File: src/logic/exec_consts.svh
// Constants for the move, multiply, negate and stack instruction group.
`ifndef EXEC_CONSTS_SVH
`define EXEC_CONSTS_SVH
`define OPC_LIT_LOAD    8'h0E
`define OPC_LIT_MUL     8'h0D
`define OPC_BANK_LOAD   8'h01
`define OPC7_REG_MUL    7'h01
`define OPC7_NEGATE     7'h36
`define OPC6_COPY       6'h14
`define OPC4_FF_COPY    4'hC
`define OPC4_SECOND     4'hF
`define OPC_STACK_PUSH  16'h0005
`define OPC_STACK_POP   16'h0006
`define FLAG_C          0
`define FLAG_DC         1
`define FLAG_Z          2
`define FLAG_OV         3
`define FLAG_N          4
`define ACCESS_SPLIT    8'h60
`define ACCESS_HI_BANK  4'hF
`define PC_STEP         21'h000002
`endif

File: src/logic/exec_pkg.sv
// Types for the instruction group executor.
package exec_pkg;
  typedef enum logic [1:0] {
    EX_FETCH  = 2'b00,
    EX_SECOND = 2'b01,
    EX_WRITE  = 2'b11
  } exec_state_t;
endpackage : exec_pkg

File: src/logic/ret_stack_if.sv
// Interface between the executor and its return stack memory.
interface ret_stack_if;
  logic        push;
  logic        pop;
  logic [20:0] wdata;
  logic [20:0] top;
  modport exec  (output push, output pop, output wdata, input top);
  modport stack (input push, input pop, input wdata, output top);
endinterface : ret_stack_if

File: src/logic/ret_stack_mem.sv
// Return stack memory with a registered top entry.
module ret_stack_mem #(
  parameter int DEPTH = 31
) (
  input  wire logic  core_clk,
  input  wire logic  rst_b,
  ret_stack_if.stack rs
);
  logic [20:0] mem_q [DEPTH];
  logic [20:0] top_q;
  logic [4:0]  ptr_q;
  assign rs.top = top_q;
  always_ff @(posedge core_clk or negedge rst_b) begin
    if (!rst_b) begin
      top_q <= 21'h000000;
      ptr_q <= 5'h00;
    end else if (rs.push) begin
      mem_q[ptr_q] <= top_q;
      top_q        <= rs.wdata;
      ptr_q        <= ptr_q + 5'h01;
    end else if (rs.pop) begin
      top_q <= (ptr_q == 5'h00) ? 21'h000000 : mem_q[ptr_q - 5'h01];
      ptr_q <= (ptr_q == 5'h00) ? 5'h00 : ptr_q - 5'h01;
    end
  end
endmodule : ret_stack_mem

File: src/logic/instr_exec.sv
// Executor for the move, multiply, negate and return stack instructions.
`include "exec_consts.svh"
module instr_exec #(
  parameter int STACK_DEPTH = 31
) (
  input  wire logic        core_clk,
  input  wire logic        rst_b,
  input  wire logic        instr_valid,
  input  wire logic [15:0] instr_word,
  input  wire logic [20:0] pc,
  input  wire logic        write_stall,
  output logic             instr_ready,
  output logic [11:0]      mem_addr,
  output logic             mem_we,
  output logic [7:0]       mem_wdata,
  input  wire logic [7:0]  mem_rdata,
  output logic [7:0]       acc,
  output logic [7:0]       product_high_byte,
  output logic [7:0]       product_low_byte,
  output logic [7:0]       bank_pointer,
  output logic [4:0]       status_flags,
  output logic [20:0]      return_stack_top
);
  // ----------------------------------------
  // Decode
  // ----------------------------------------
  exec_pkg::exec_state_t state_q, state_d;
  logic [7:0]  copy_q;
  logic [7:0]  acc_q, prod_hi_q, prod_lo_q, bank_q, wdata_q;
  logic [4:0]  flags_q;
  logic [11:0] waddr_q;
  logic        we_q;
  ret_stack_if rs ();

  function automatic logic [11:0] reg_addr(input logic [15:0] w, input logic [7:0] bank);
    if (w[8])
      reg_addr = {bank[3:0], w[7:0]};
    else
      reg_addr = (w[7:0] < `ACCESS_SPLIT) ? {4'h0, w[7:0]} : {`ACCESS_HI_BANK, w[7:0]};
  endfunction : reg_addr

  wire logic        idle       = (state_q == exec_pkg::EX_FETCH);
  wire logic        take       = instr_valid && instr_ready;
  wire logic        is_lit     = take && idle && instr_word[15:8] == `OPC_LIT_LOAD;
  wire logic        is_lmul    = take && idle && instr_word[15:8] == `OPC_LIT_MUL;
  wire logic        is_bank    = take && idle && instr_word[15:8] == `OPC_BANK_LOAD;
  wire logic        is_rmul    = take && idle && instr_word[15:9] == `OPC7_REG_MUL;
  wire logic        is_neg     = take && idle && instr_word[15:9] == `OPC7_NEGATE;
  wire logic        is_copy    = take && idle && instr_word[15:10] == `OPC6_COPY;
  wire logic        is_ff      = take && idle && instr_word[15:12] == `OPC4_FF_COPY;
  wire logic        is_second  = take && state_q == exec_pkg::EX_SECOND;
  wire logic        is_push    = take && idle && instr_word == `OPC_STACK_PUSH;
  wire logic        is_pop     = take && idle && instr_word == `OPC_STACK_POP;
  // Both words of the two-word copy carry a full 12-bit address, so no banking applies to them.
  wire logic        abs_src    = is_ff || is_second;
  wire logic [11:0] op_addr    = reg_addr(instr_word, bank_q);
  wire logic [15:0] lit_prod   = acc_q * instr_word[7:0];
  wire logic [15:0] reg_prod   = acc_q * mem_rdata;
  wire logic [8:0]  neg_sum    = {1'b0, ~mem_rdata} + 9'h001;
  wire logic [4:0]  neg_low    = {1'b0, ~mem_rdata[3:0]} + 5'h01;
  wire logic [7:0]  neg_val    = neg_sum[7:0];

  assign instr_ready       = (state_q != exec_pkg::EX_WRITE);
  assign mem_addr          = we_q ? waddr_q : (abs_src ? instr_word[11:0] : op_addr);
  assign mem_we            = we_q;
  assign mem_wdata         = wdata_q;
  assign acc               = acc_q;
  assign product_high_byte = prod_hi_q;
  assign product_low_byte  = prod_lo_q;
  assign bank_pointer      = bank_q;
  assign status_flags      = flags_q;
  assign return_stack_top  = rs.top;
  assign rs.push           = is_push;
  assign rs.pop            = is_pop;
  assign rs.wdata          = pc + `PC_STEP;

  // ----------------------------------------
  // Sequencing
  // ----------------------------------------
  always_comb begin
    state_d = state_q;
    case (state_q)
      exec_pkg::EX_FETCH:  state_d = is_ff ? exec_pkg::EX_SECOND : exec_pkg::EX_FETCH;
      exec_pkg::EX_SECOND: state_d = (is_second && write_stall) ? exec_pkg::EX_WRITE :
                                     (is_second ? exec_pkg::EX_FETCH : exec_pkg::EX_SECOND);
      exec_pkg::EX_WRITE:  state_d = exec_pkg::EX_FETCH;
      default:             state_d = exec_pkg::EX_FETCH;
    endcase
  end

  // ----------------------------------------
  // Next values
  // ----------------------------------------
  wire logic        copy_to_acc = is_copy && !instr_word[9];
  wire logic        copy_to_reg = is_copy && instr_word[9];
  wire logic        reg_write   = is_neg || copy_to_reg;
  wire logic [7:0]  copy_d      = is_ff ? mem_rdata : copy_q;
  wire logic [7:0]  acc_d       = is_lit ? instr_word[7:0] :
                                  (copy_to_acc ? mem_rdata : acc_q);
  wire logic [15:0] prod_d      = is_lmul ? lit_prod :
                                  (is_rmul ? reg_prod : {prod_hi_q, prod_lo_q});
  wire logic [7:0]  bank_d      = is_bank ? {4'h0, instr_word[3:0]} : bank_q;
  wire logic        we_d        = is_second || reg_write;
  wire logic [11:0] waddr_d     = is_second ? instr_word[11:0] : (reg_write ? op_addr : waddr_q);
  wire logic [7:0]  wdata_d     = is_second ? copy_q :
                                  (is_neg ? neg_val : (copy_to_reg ? mem_rdata : wdata_q));
  logic [4:0] flags_d;

  // Multiplies never touch the flags, so a zero product goes unflagged.
  always_comb begin
    flags_d = flags_q;
    if (is_neg) begin
      flags_d[`FLAG_C]  = neg_sum[8];
      flags_d[`FLAG_DC] = neg_low[4];
      flags_d[`FLAG_Z]  = (neg_val == 8'h00);
      flags_d[`FLAG_OV] = (mem_rdata == 8'h80);
      flags_d[`FLAG_N]  = neg_val[7];
    end
    if (is_copy) begin
      flags_d[`FLAG_Z] = (mem_rdata == 8'h00);
      flags_d[`FLAG_N] = mem_rdata[7];
    end
  end

  // ----------------------------------------
  // Sequencing register
  // ----------------------------------------
  always_ff @(posedge core_clk or negedge rst_b) begin
    if (!rst_b) begin
      state_q <= exec_pkg::EX_FETCH;
    end else begin
      state_q <= state_d;
    end
  end

  // ----------------------------------------
  // Operand capture
  // ----------------------------------------
  always_ff @(posedge core_clk or negedge rst_b) begin
    if (!rst_b) begin
      copy_q <= 8'h00;
    end else begin
      copy_q <= copy_d;
    end
  end

  // ----------------------------------------
  // Results
  // ----------------------------------------
  always_ff @(posedge core_clk or negedge rst_b) begin
    if (!rst_b) begin
      acc_q <= 8'h00;
    end else begin
      acc_q <= acc_d;
    end
  end

  always_ff @(posedge core_clk or negedge rst_b) begin
    if (!rst_b) begin
      prod_hi_q <= 8'h00;
    end else begin
      prod_hi_q <= prod_d[15:8];
    end
  end

  always_ff @(posedge core_clk or negedge rst_b) begin
    if (!rst_b) begin
      prod_lo_q <= 8'h00;
    end else begin
      prod_lo_q <= prod_d[7:0];
    end
  end

  always_ff @(posedge core_clk or negedge rst_b) begin
    if (!rst_b) begin
      bank_q <= 8'h00;
    end else begin
      bank_q <= bank_d;
    end
  end

  always_ff @(posedge core_clk or negedge rst_b) begin
    if (!rst_b) begin
      flags_q <= 5'h00;
    end else begin
      flags_q <= flags_d;
    end
  end

  // ----------------------------------------
  // Write port
  // ----------------------------------------
  // The write lands one cycle late; an instruction offered in that cycle loses mem_addr to it.
  always_ff @(posedge core_clk or negedge rst_b) begin
    if (!rst_b) begin
      we_q    <= 1'b0;
      waddr_q <= 12'h000;
      wdata_q <= 8'h00;
    end else begin
      we_q    <= we_d;
      waddr_q <= waddr_d;
      wdata_q <= wdata_d;
    end
  end

  ret_stack_mem #(.DEPTH(STACK_DEPTH)) u_stack (
    .core_clk (core_clk),
    .rst_b    (rst_b),
    .rs       (rs.stack)
  );
endmodule : instr_exec

File: config.mk
export PLATFORM = sky130hd
export DESIGN_NAME = instr_exec
export DESIGN_NICKNAME = d
export VERILOG_FILES = /design/src/logic/exec_pkg.sv /design/src/logic/ret_stack_if.sv /design/src/logic/ret_stack_mem.sv /design/src/logic/instr_exec.sv
export VERILOG_INCLUDE_DIRS = /design/src /design/src/logic
export SDC_FILE = /design/constraint.sdc
export NUM_CORES = 1
export LEC_CHECK = 0
export ABC_AREA = 1
export BUFFER_PORTS_ARGS = -buffer_cell sky130_fd_sc_hd__buf_2
export CAP_MARGIN = 40
export CORE_MARGIN = 3
export CORE_UTILIZATION = 40
export DETAILED_ROUTE_END_ITERATION = 6
export HOLD_SLACK_MARGIN = 0.1
export RECOVER_POWER = 50
export SLEW_MARGIN = 30
export SYNTH_ARGS = -nofsm -noshare
export SYNTH_HDL_FRONTEND = slang
export SYNTH_SLANG_ARGS = --single-unit
File: constraint.sdc
create_clock -name core_clk -period 13.6 [get_ports core_clk]
set_clock_uncertainty 0.2 [all_clocks]
set_input_delay 2.04 -clock core_clk [delete_from_list [all_inputs] [get_ports core_clk]]
set_output_delay 2.04 -clock core_clk [all_outputs]
set_load 0.1 [all_outputs]
; After elaboration in Yosys (flattened, before gate mapping)
; Memory sizes are Yosys's and may differ from the RTL's.
; Cells that the tools add are included.
[word_totals]
ff_bits = 90
ram_bits = 651
n_memories = 1
in_bits = 49
output_inout_bits = 80
wordCells = 94
[classes]
bitwise_logic = 2
mux = 28
reduce_logical = 30
multipliers = 2
addsub = 5
order_cmp = 1
n_eq_ne = 12
[memory_table]
columns = memory, depth, width, read_ports, rd_clocked_by_memory_dff, wr, line
row1 = u_stack.mem_q, 31, 21, 1, 0, 1, ret_stack_mem.sv:9  ; logic [20:0] mem_q [DEPTH];
[ops]
columns = operator, n
row1 = $mux 12, 6
row2 = $mux 21, 3
row3 = $mux 8, 5
row4 = $eq 16x3->1 const B, 2
row5 = $mul 8x8->16, 2
row6 = $mux 16, 2
row7 = $add 21x2->21 const B, 1
row8 = $mux 5, 4
row9 = $eq 8x4->1 const B, 2
row10 = $logic_and 1x1->1, 16
row11 = $logic_not 8->1, 2
row12 = $reduce_bool 2->1, 5
row13 = $add 8x1->9 const B, 1
row14 = $eq 8x1->1 const B, 1
row15 = $eq 8x8->1 const B, 1
row16 = $lt 8x7->1 const B, 1
row17 = $not 8->8, 1
row18 = $eq 7x1->1 const B, 1
row19 = $eq 7x6->1 const B, 1
row20 = $eq 6x5->1 const B, 1
row21 = $mux 1, 6
row22 = $add 4x1->5 const B, 1
row23 = $add 5x1->5 const B, 1
row24 = $logic_not 5->1, 1
row25 = other kinds (11), 13

; Depth between registers and ports, before layout
; Gate-level depths: netlist of run 1.
[logic_depth]
ltp_word = 8
depth_mapped = 24
mapped_depth_nobuf = 22

; Cells and area by module
; Synthesis of run 1 repeated with hierarchy kept, for this count alone.
[unflattened]
cells_unflattened = 3570
hier_area_um2 = 36229.7
[by_module_without_submodules]
columns = module, instances, area_per_inst_um2, seq_area_each_um2, cells_each
row1 = ret_stack_mem, 1, 27560.2, 20199.4, 2294
row2 = instr_exec, 1, 8669.6, 1601.5, 1276

; Worst setup path after synthesis of run 1
; Ideal clock, no wire load.
[synth_path]
kind = input port to output port
from = input port instr_valid
to = output port mem_addr[10]
setup_slack_ns = 6.330
arrival_time_ns = 5.030
path_buffers = 0
cell_stages = 8
required_ns = 11.360
path_cell_list = inv_1 nor2_2 nand2_4 inv_2 nand4_1 nand2_1 o21ai_0 o21ai_0
[synth_between]
elab_chain_len = 6
elab_cells_between_ends = 7
cone_classes = mux: 2 / reduce/logical: 5
[synth_lines]
columns = item, line
row1 = start: declaration, instr_exec.sv:8  ; input wire logic instr_valid,
row2 = $logic_and 1x1->1 *, instr_exec.sv:43  ; wire logic take = instr_valid && instr_ready;
row3 = $logic_and 1x1->1, instr_exec.sv:50  ; wire logic is_ff = take && idle && instr_word[15:12] == `OPC4_FF_COPY;
row4 = $logic_and 1x1->1 (no source line), -
row5 = $logic_or 1x1->1 *, instr_exec.sv:55  ; wire logic abs_src = is_ff || is_second;
row6 = $mux 12 * (2 in a row), instr_exec.sv:64  ; assign mem_addr = we_q ? waddr_q : (abs_src ? instr_word[11:0] : op_addr);
row7 = end: declaration, instr_exec.sv:13  ; output logic [11:0] mem_addr,
; Mark *: on every way between the ends. The rest lies on a longest branch, timed or not.

; Worst setup path in the final report of run 1
[layout_path]
from = input port instr_valid
to = output port mem_addr[11]
; The elaborated chain is that of the path after synthesis.

==> results.toml, run 1 <==
[die]
die_area_um2 = 93950
dieHeight_um = 306.5
rows = 109
core-area_um2 = 88920
initial_utilization = 0.4063
die_w_um = 306.5
io_pins = 129

[run_status]
violations = "max-capacitance violations, max-slew violations"
run_status = "finished, violations left"

[logic_synthesis]
synth_edf_count = 651
netlist_instances = 3610
synth_cell_types = 45
synthFlopType = "edfxtp_1"
syn_area_um2 = 36120
avgSynthCellArea_um2 = 10.01
yosysSeqAreaShare = 0.6035
yosysWarnings = 0
postSynth.asyncResetShare = 0.1215
ys_ff_latch = 741

[timing]
rsz0062_at_grt = "false"
setup_viol = 0
fin_crit_ps = 6793
max_freq_mhz = 147.2
slew_viol_final = 341
hold_viol_final = 0
fin_tns_setup_ps = 0
worst_pin_slew_ps = 2307
fin_crit_sh = 0.4995
setup_slack_ps = 6807
maxSlewHeadroom = -0.5382

[route]
vias = 25810
routed_wl_um = 98910
wl_met1_um = 42610
final_antenna_net_count = 0
drtPass1Iterations = 6
viasPerCell = 5.220
met3_length_um = 7938
drc_errors = 0
wire_per_inst_um = 20.00
first_iter_violations = 2511
wl_met2_um = 45340
highest_layer = "met5"

[critical_path]
startpoint = "instr_valid"
crit_type = "in -> out"
r2r_cells = 18
cp-start-kind = "input port"
worst_path_largest_cell_delay_ps = 620
cp_slowest_cell = "nand4_1"
path_depth = 10
cp_data_required_time_ps = 11360
path_delay_family = "simple AND/OR/NAND/NOR gates"
cp_cell_sequence = "clkbuf_1 > inv_1 > nor2_1 > nand2_1 > inv_1 > nand4_1 > nand2_1 > o21ai_0 > o21ai_0 > buf_2"
rr_startpoint = "acc[5]"
crit_path_end_kind = "primary output"
cp.arrival_ps = 4550
cp.buffers_inverters = 4
path_max_fanout = 18

[placement]
hpwl_um = 60470
io_buffers = 124
routabilityCongestion = 0.9057
dp_cells = 4785
post-place-ws_ps = 7087

[clocking]
cts_hold_buf = 0
clockBufferDepth = 3
post_cts_resized = 0
clock-root-buffer = "clkbuf_16"
htree_num_levels = 3
cts_tree = "built"
cts_buffers = 82
path_clk_slew_ps = 60
cts_setup_buffers = 0
clkSinkCount = 741
clock_latency_ps = 650

[power_and_ir_drop]
ir_drop_uv = 94.46
p_per_area_nw_per_um2 = 130.0
leakage_nw = 17.88

[cells_and_area]
drive_above_1_share = 0.09992
fin_nets = 3907
layoutNonFillerInstCount = 4945
area_delta_synth_final_pct = 12.75
final_util = 0.4581

[worst_hold_path]
hold_path_class = "reg -> reg"
min_path_cells = 2
min_from = "status_flags[3]"

[grt]
grt_pass1_wl_um = 151200
grt_max_degree = 190
grt.overflow.total = 0
antenna_found_initial = 10
grt_usage = 0.2107
grt_pass1_vias = 25260

[run]
drv_cap = 11
-- kinds of logic (layout without fill, tap and decap cells) --
| group | after synthesis | after routing | share of synthesized area |
|---|---|---|---|
| simple gates | 1952 | 1952 | 0.2308 |
| buf+inv | 538 | 698 | 0.06131 |
| fa+ha+maj | 152 | 152 | 0.06761 |
| xor+xnor | 21 | 21 | 0.005091 |
| flops | 741 | 741 | 0.6035 |
| other cells | 1 | 11 | 0.0001038 |
| compound gates | 205 | 205 | 0.03162 |
-- placed cells by master (no fill, tap or decap), types with 8 or more instances in the layout --
cell,instances
nand2_1,1087
edfxtp_1,651
nand3_1,617
inv_1,333
nor2_1,149
buf_2,122
o21ai_0,96
dfrtp_1,89
clkbuf_16,83
ha_1,79
fa_1,72
a21oi_1,59
clkbuf_1,53
buf_4,43
nor2_2,35
o211ai_1,23
or2_2,15
nand4_1,13
nor3_1,12
inv_2,11
xnor2_1,11
xor2_1,10
a31oi_1,8
clkinv_2,8
bufinv_16,8
-- stage by stage --
step | hold slack (ps) | power [mW] | area [um^2]
floorplan | 247.9 | 2.963 | 36140
global placement | 251.9 | 3.082 | 37960
detailed placement | 263.1 | 3.089 | 38090
CTS | 282.2 | 5.342 | 40830
global route | 293.6 | 5.494 | 40710
finish | 281.5 | 5.297 | 40730
-- per-layer routing --
metal	global-route usage	vias to the layer above
met3	0.03499	177
met1	0.2949	12450
met2	0.3373	919
met4	0.06785	4
met5	0	-
li1	-	12260
-- final cells by class --
| class | instances | area, um^2 |
|---|---|---|
| antenna | 7 | 17.52 |
| clock buffer | 116 | 2261 |
| clock inverter | 35 | 476.7 |
| fill | 8306 | 48190 |
| inverter | 347 | 1315 |
| multi-input combinational | 2334 | 12190 |
| sequential | 741 | 21800 |
| tap | 1165 | 1458 |
| timing repair buffer | 200 | 1207 |
-- path summary, 6_finish.rpt --
kind | slack [ps] | endpoint
setup reg to reg | 8730 | product_high_byte[4]
max in group asynchronous | 7040 | product_low_byte[5]
setup / recovery | 6810 | mem_addr[11]
hold / removal | 280 | status_flags[3]
min in group asynchronous | 1630 | waddr_q[11]
hold reg to reg | 280 | status_flags[3]
-- synthesized netlist by cell type (3+ instances only) --
library cell	number	area, um^2
nor2_2	6	37.54
nand4_1	13	81.33
a31oi_1	8	50.05
edfxtp_1	651	19550
o21ai_1	11	55.05
o211ai_1	23	172.7
o21bai_1	3	22.52
nand3b_1	4	30.03
xnor2_1	11	96.34
clkbuf_1	84	315.3
inv_1	330	1239
buf_4	23	172.7
buf_1	7	26.28
dfrtp_1	90	2252
buf_2	75	375.4
nand2_2	4	25.02
fa_1	72	1441
inv_2	16	60.06
nand2_1	1089	4088
a21oi_1	59	295.3
nand3_1	617	3088
nor2_1	178	668.1
nor3_1	11	55.05
xor2_1	10	87.58
or2_2	15	93.84
nor2_4	5	56.30
nand3_2	3	30.03
o21ai_0	91	455.4
ha_1	80	1001
-- flip-flops by register name (all words and copies together) (netlist names) --
signal             cells
acc                    8
bank_pointer           4
copy_q                 8
mem_wdata              8
mem_we                 1
product_high_byte      8
product_low_byte       8
state_q                2
status_flags           5
u_stack.mem_q        651
u_stack.ptr_q          5
u_stack.rs.top        21
waddr_q               12
-- where the power goes --
part	internal [mW]	leakage (nW)	switching, mW
sequential	2.48	8.66	0.0377
combinational	0.139	7.89	0.388
clock	1.33	1.33	0.926
total	3.94	17.9	1.35
-- worst reg2reg max path, delay by kind of cell (launching register included) --
| kind | cells | cell delay, ps |
|---|---|---|
| buf+inv | 3 | 150 |
| simple gates | 9 | 810 |
| flops | 1 | 910 |
| fa+ha+maj | 5 | 2400 |
| compound gates | 1 | 280 |
(Power assumes the default switching activity.)
==> run 2, diff against run 1 <==
- clock period: 13.6 -> 7.05 ns (I/O delays scaled with it)
==> results.toml, run 2 (synthesis results as in run 1) <==
[critical_path]
worst_path_largest_cell_delay_ps = 950
regToRegSetupSlack_ps = 2210
rr_startpoint = "acc[2]"
cp-start-kind = "flip-flop"
crit_type = "reg -> reg"
cp_data_required_time_ps = 7360
cp_cell_sequence = "nand2_1 > fa_1 > fa_1 > inv_1 > fa_1 > inv_1 > fa_1 > inv_1 > ha_1 > nand2_1 > o21ai_0 > nand2_1 > nand3_1 > nand2_1 > nand3_1 > nand2_1 > nand2_1 > nand2_1"
path_max_fanout = 18
startpoint = "acc[2]"
cp.arrival_ps = 5160
cp_common_cell = "nand2_1"
cp_slowest_cell = "dfrtp_1"
crit_path_end_kind = "flip-flop"
cp.buffers_inverters = 3
path_delay_family = "adder cells"

[route]
drc_errors = 0
vias = 25920
drtPass1Iterations = 6
final_antenna_net_count = 0
routed_wl_um = 100500
wire_per_inst_um = 20.33
first_iter_violations = 2644
viasPerCell = 5.242

[power_and_ir_drop]
seqPwrFrac = 0.489
power_frac_comb = 0.103
leakage_nw = 17.84
ir_drop_uv = 191.0
power.internal_mw = 7.307
clock_power_share = 0.408
swShare = 0.2635
p_per_area_nw_per_um2 = 244.3
netSwitchingPower_mw = 2.614

[clocking]
cts_tree = "built"
clockBufferDepth = 3
cts_buffers = 80
clock-root-buffer = "clkbuf_16"
clock_latency_ps = 660
path_clk_slew_ps = 70
htree_num_levels = 3
post_cts_resized = 0
cts_setup_buffers = 0
cts_hold_buf = 0
clkSinkCount = 741

[worst_hold_path]
min_from = "u_stack.rs.top[3]"
hold_path_class = "reg -> reg"

[cells_and_area]
regMostFlops = "u_stack.mem_q"
n_fill_cell = 8330
final_area_um2 = 40610
fin_nets = 3911
layout.cells.most_common = "nand2_1"
largest_reg_flops = 651
final_cell_mix = "nand2_1, edfxtp_1, nand3_1, inv_1, nor2_1"
drive_above_1_share = 0.09989
area_delta_synth_final_pct = 12.41

[timing]
worst_pin_slew_ps = 2630
fin_crit_ps = 4845
maxSlewHeadroom = -0.7530
fin_tns_setup_ps = 0
fin_crit_sh = 0.6872
rsz0062_at_grt = "false"
max_freq_mhz = 206.4
setup_viol = 0
slew_viol_final = 142
hold_viol_final = 0

[grt]
grt_usage = 0.2125
antenna_found_initial = 12
grt_max_degree = 190
grt_pass1_vias = 25220
grt.overflow.total = 0
grt_pass1_wl_um = 152900

[die]
die_w_um = 306.5
initial_utilization = 0.4063
dieHeight_um = 306.5
io_pins = 129
rows = 109
core-area_um2 = 88920
die_area_um2 = 93950

[placement]
hpwl_um = 62480
io_buffers = 124
routabilityCongestion = 0.8967
placed_cell_area_um2 = 38120

[run_status]
violations = "max-capacitance violations, max-slew violations"
run_status = "finished, violations left"

[run]
drv_cap = 4
## run 2: cell count changes in the layout (fill, tap and decap cells not counted), moves of 2 or more
cell / change
clkinv_1: +4
clkbuf_1: -3
bufinv_16: -6
clkbuf_16: -3
buf_4: +3
diode_2: -2
buf_12: +2
clkinv_16: +3
clkinv_2: +7
## run 2: worst paths after layout
kind / cells after the start / to
hold / removal: 0 / u_stack.mem_q[5][3]
setup / recovery: 18 / product_high_byte[4]
hold reg to reg: 0 / u_stack.mem_q[5][3]
max in group asynchronous: 3 / mem_we
min in group asynchronous: 1 / status_flags[4]
setup reg to reg: 18 / product_high_byte[4]
## run 2: area by class of cell
cell class / count / area (um^2) / share of cell area
diodes: 5 / 12.51 / 0.0003081
clock inverters: 37 / 364.1 / 0.008967
inverters: 347 / 1315 / 0.03238
multi-input cells: 2334 / 12190 / 0.3002
clock buffers: 109 / 2161 / 0.05321
repair buffers: 206 / 1301 / 0.03205
well taps: 1165 / 1458 / 0.03590
flip-flops and latches: 741 / 21800 / 0.5370
## run 2: power by group through the flow
stage | sequential (mW) | clock, mW | combinational (mW)
finish | 4.85 | 4.05 | 1.03
global route | 4.86 | 4.30 | 1.13
CTS | 4.85 | 4.12 | 1.02
detailed placement | 4.94 | 0 | 1.02
global placement | 4.94 | 0 | 1.01
floorplan | 5.16 | 0 | 0.555
## run 2: metrics by stage
stage | utilization | setup WS [ps] | instances | power [mW] | hold slack [ps]
floorplan | - | 1745 | 3613 | 5.716 | 247.9
global placement | 0.4274 | 1966 | 4782 | 5.951 | 262.8
detailed placement | 0.4287 | 1918 | 4788 | 5.963 | 270.2
CTS | 0.4571 | 2233 | 4934 | 9.996 | 216.6
global route | 0.4565 | 1846 | 4939 | 10.29 | 298.7
finish | 0.4567 | 2205 | 4944 | 9.921 | 276.5
## run 2: routing by layer
layer | wire (um) | part of all wire | vias up | track usage
met1 | 44240 | 0.44 | 12550 | 0.3015
met3 | 8030 | 0.080 | 166 | 0.03733
met5 | 61 | 0.00061 | - | 0
li1 | - | - | 12260 | -
met2 | 45430 | 0.45 | 924 | 0.3352
met4 | 2761 | 0.027 | 10 | 0.06573
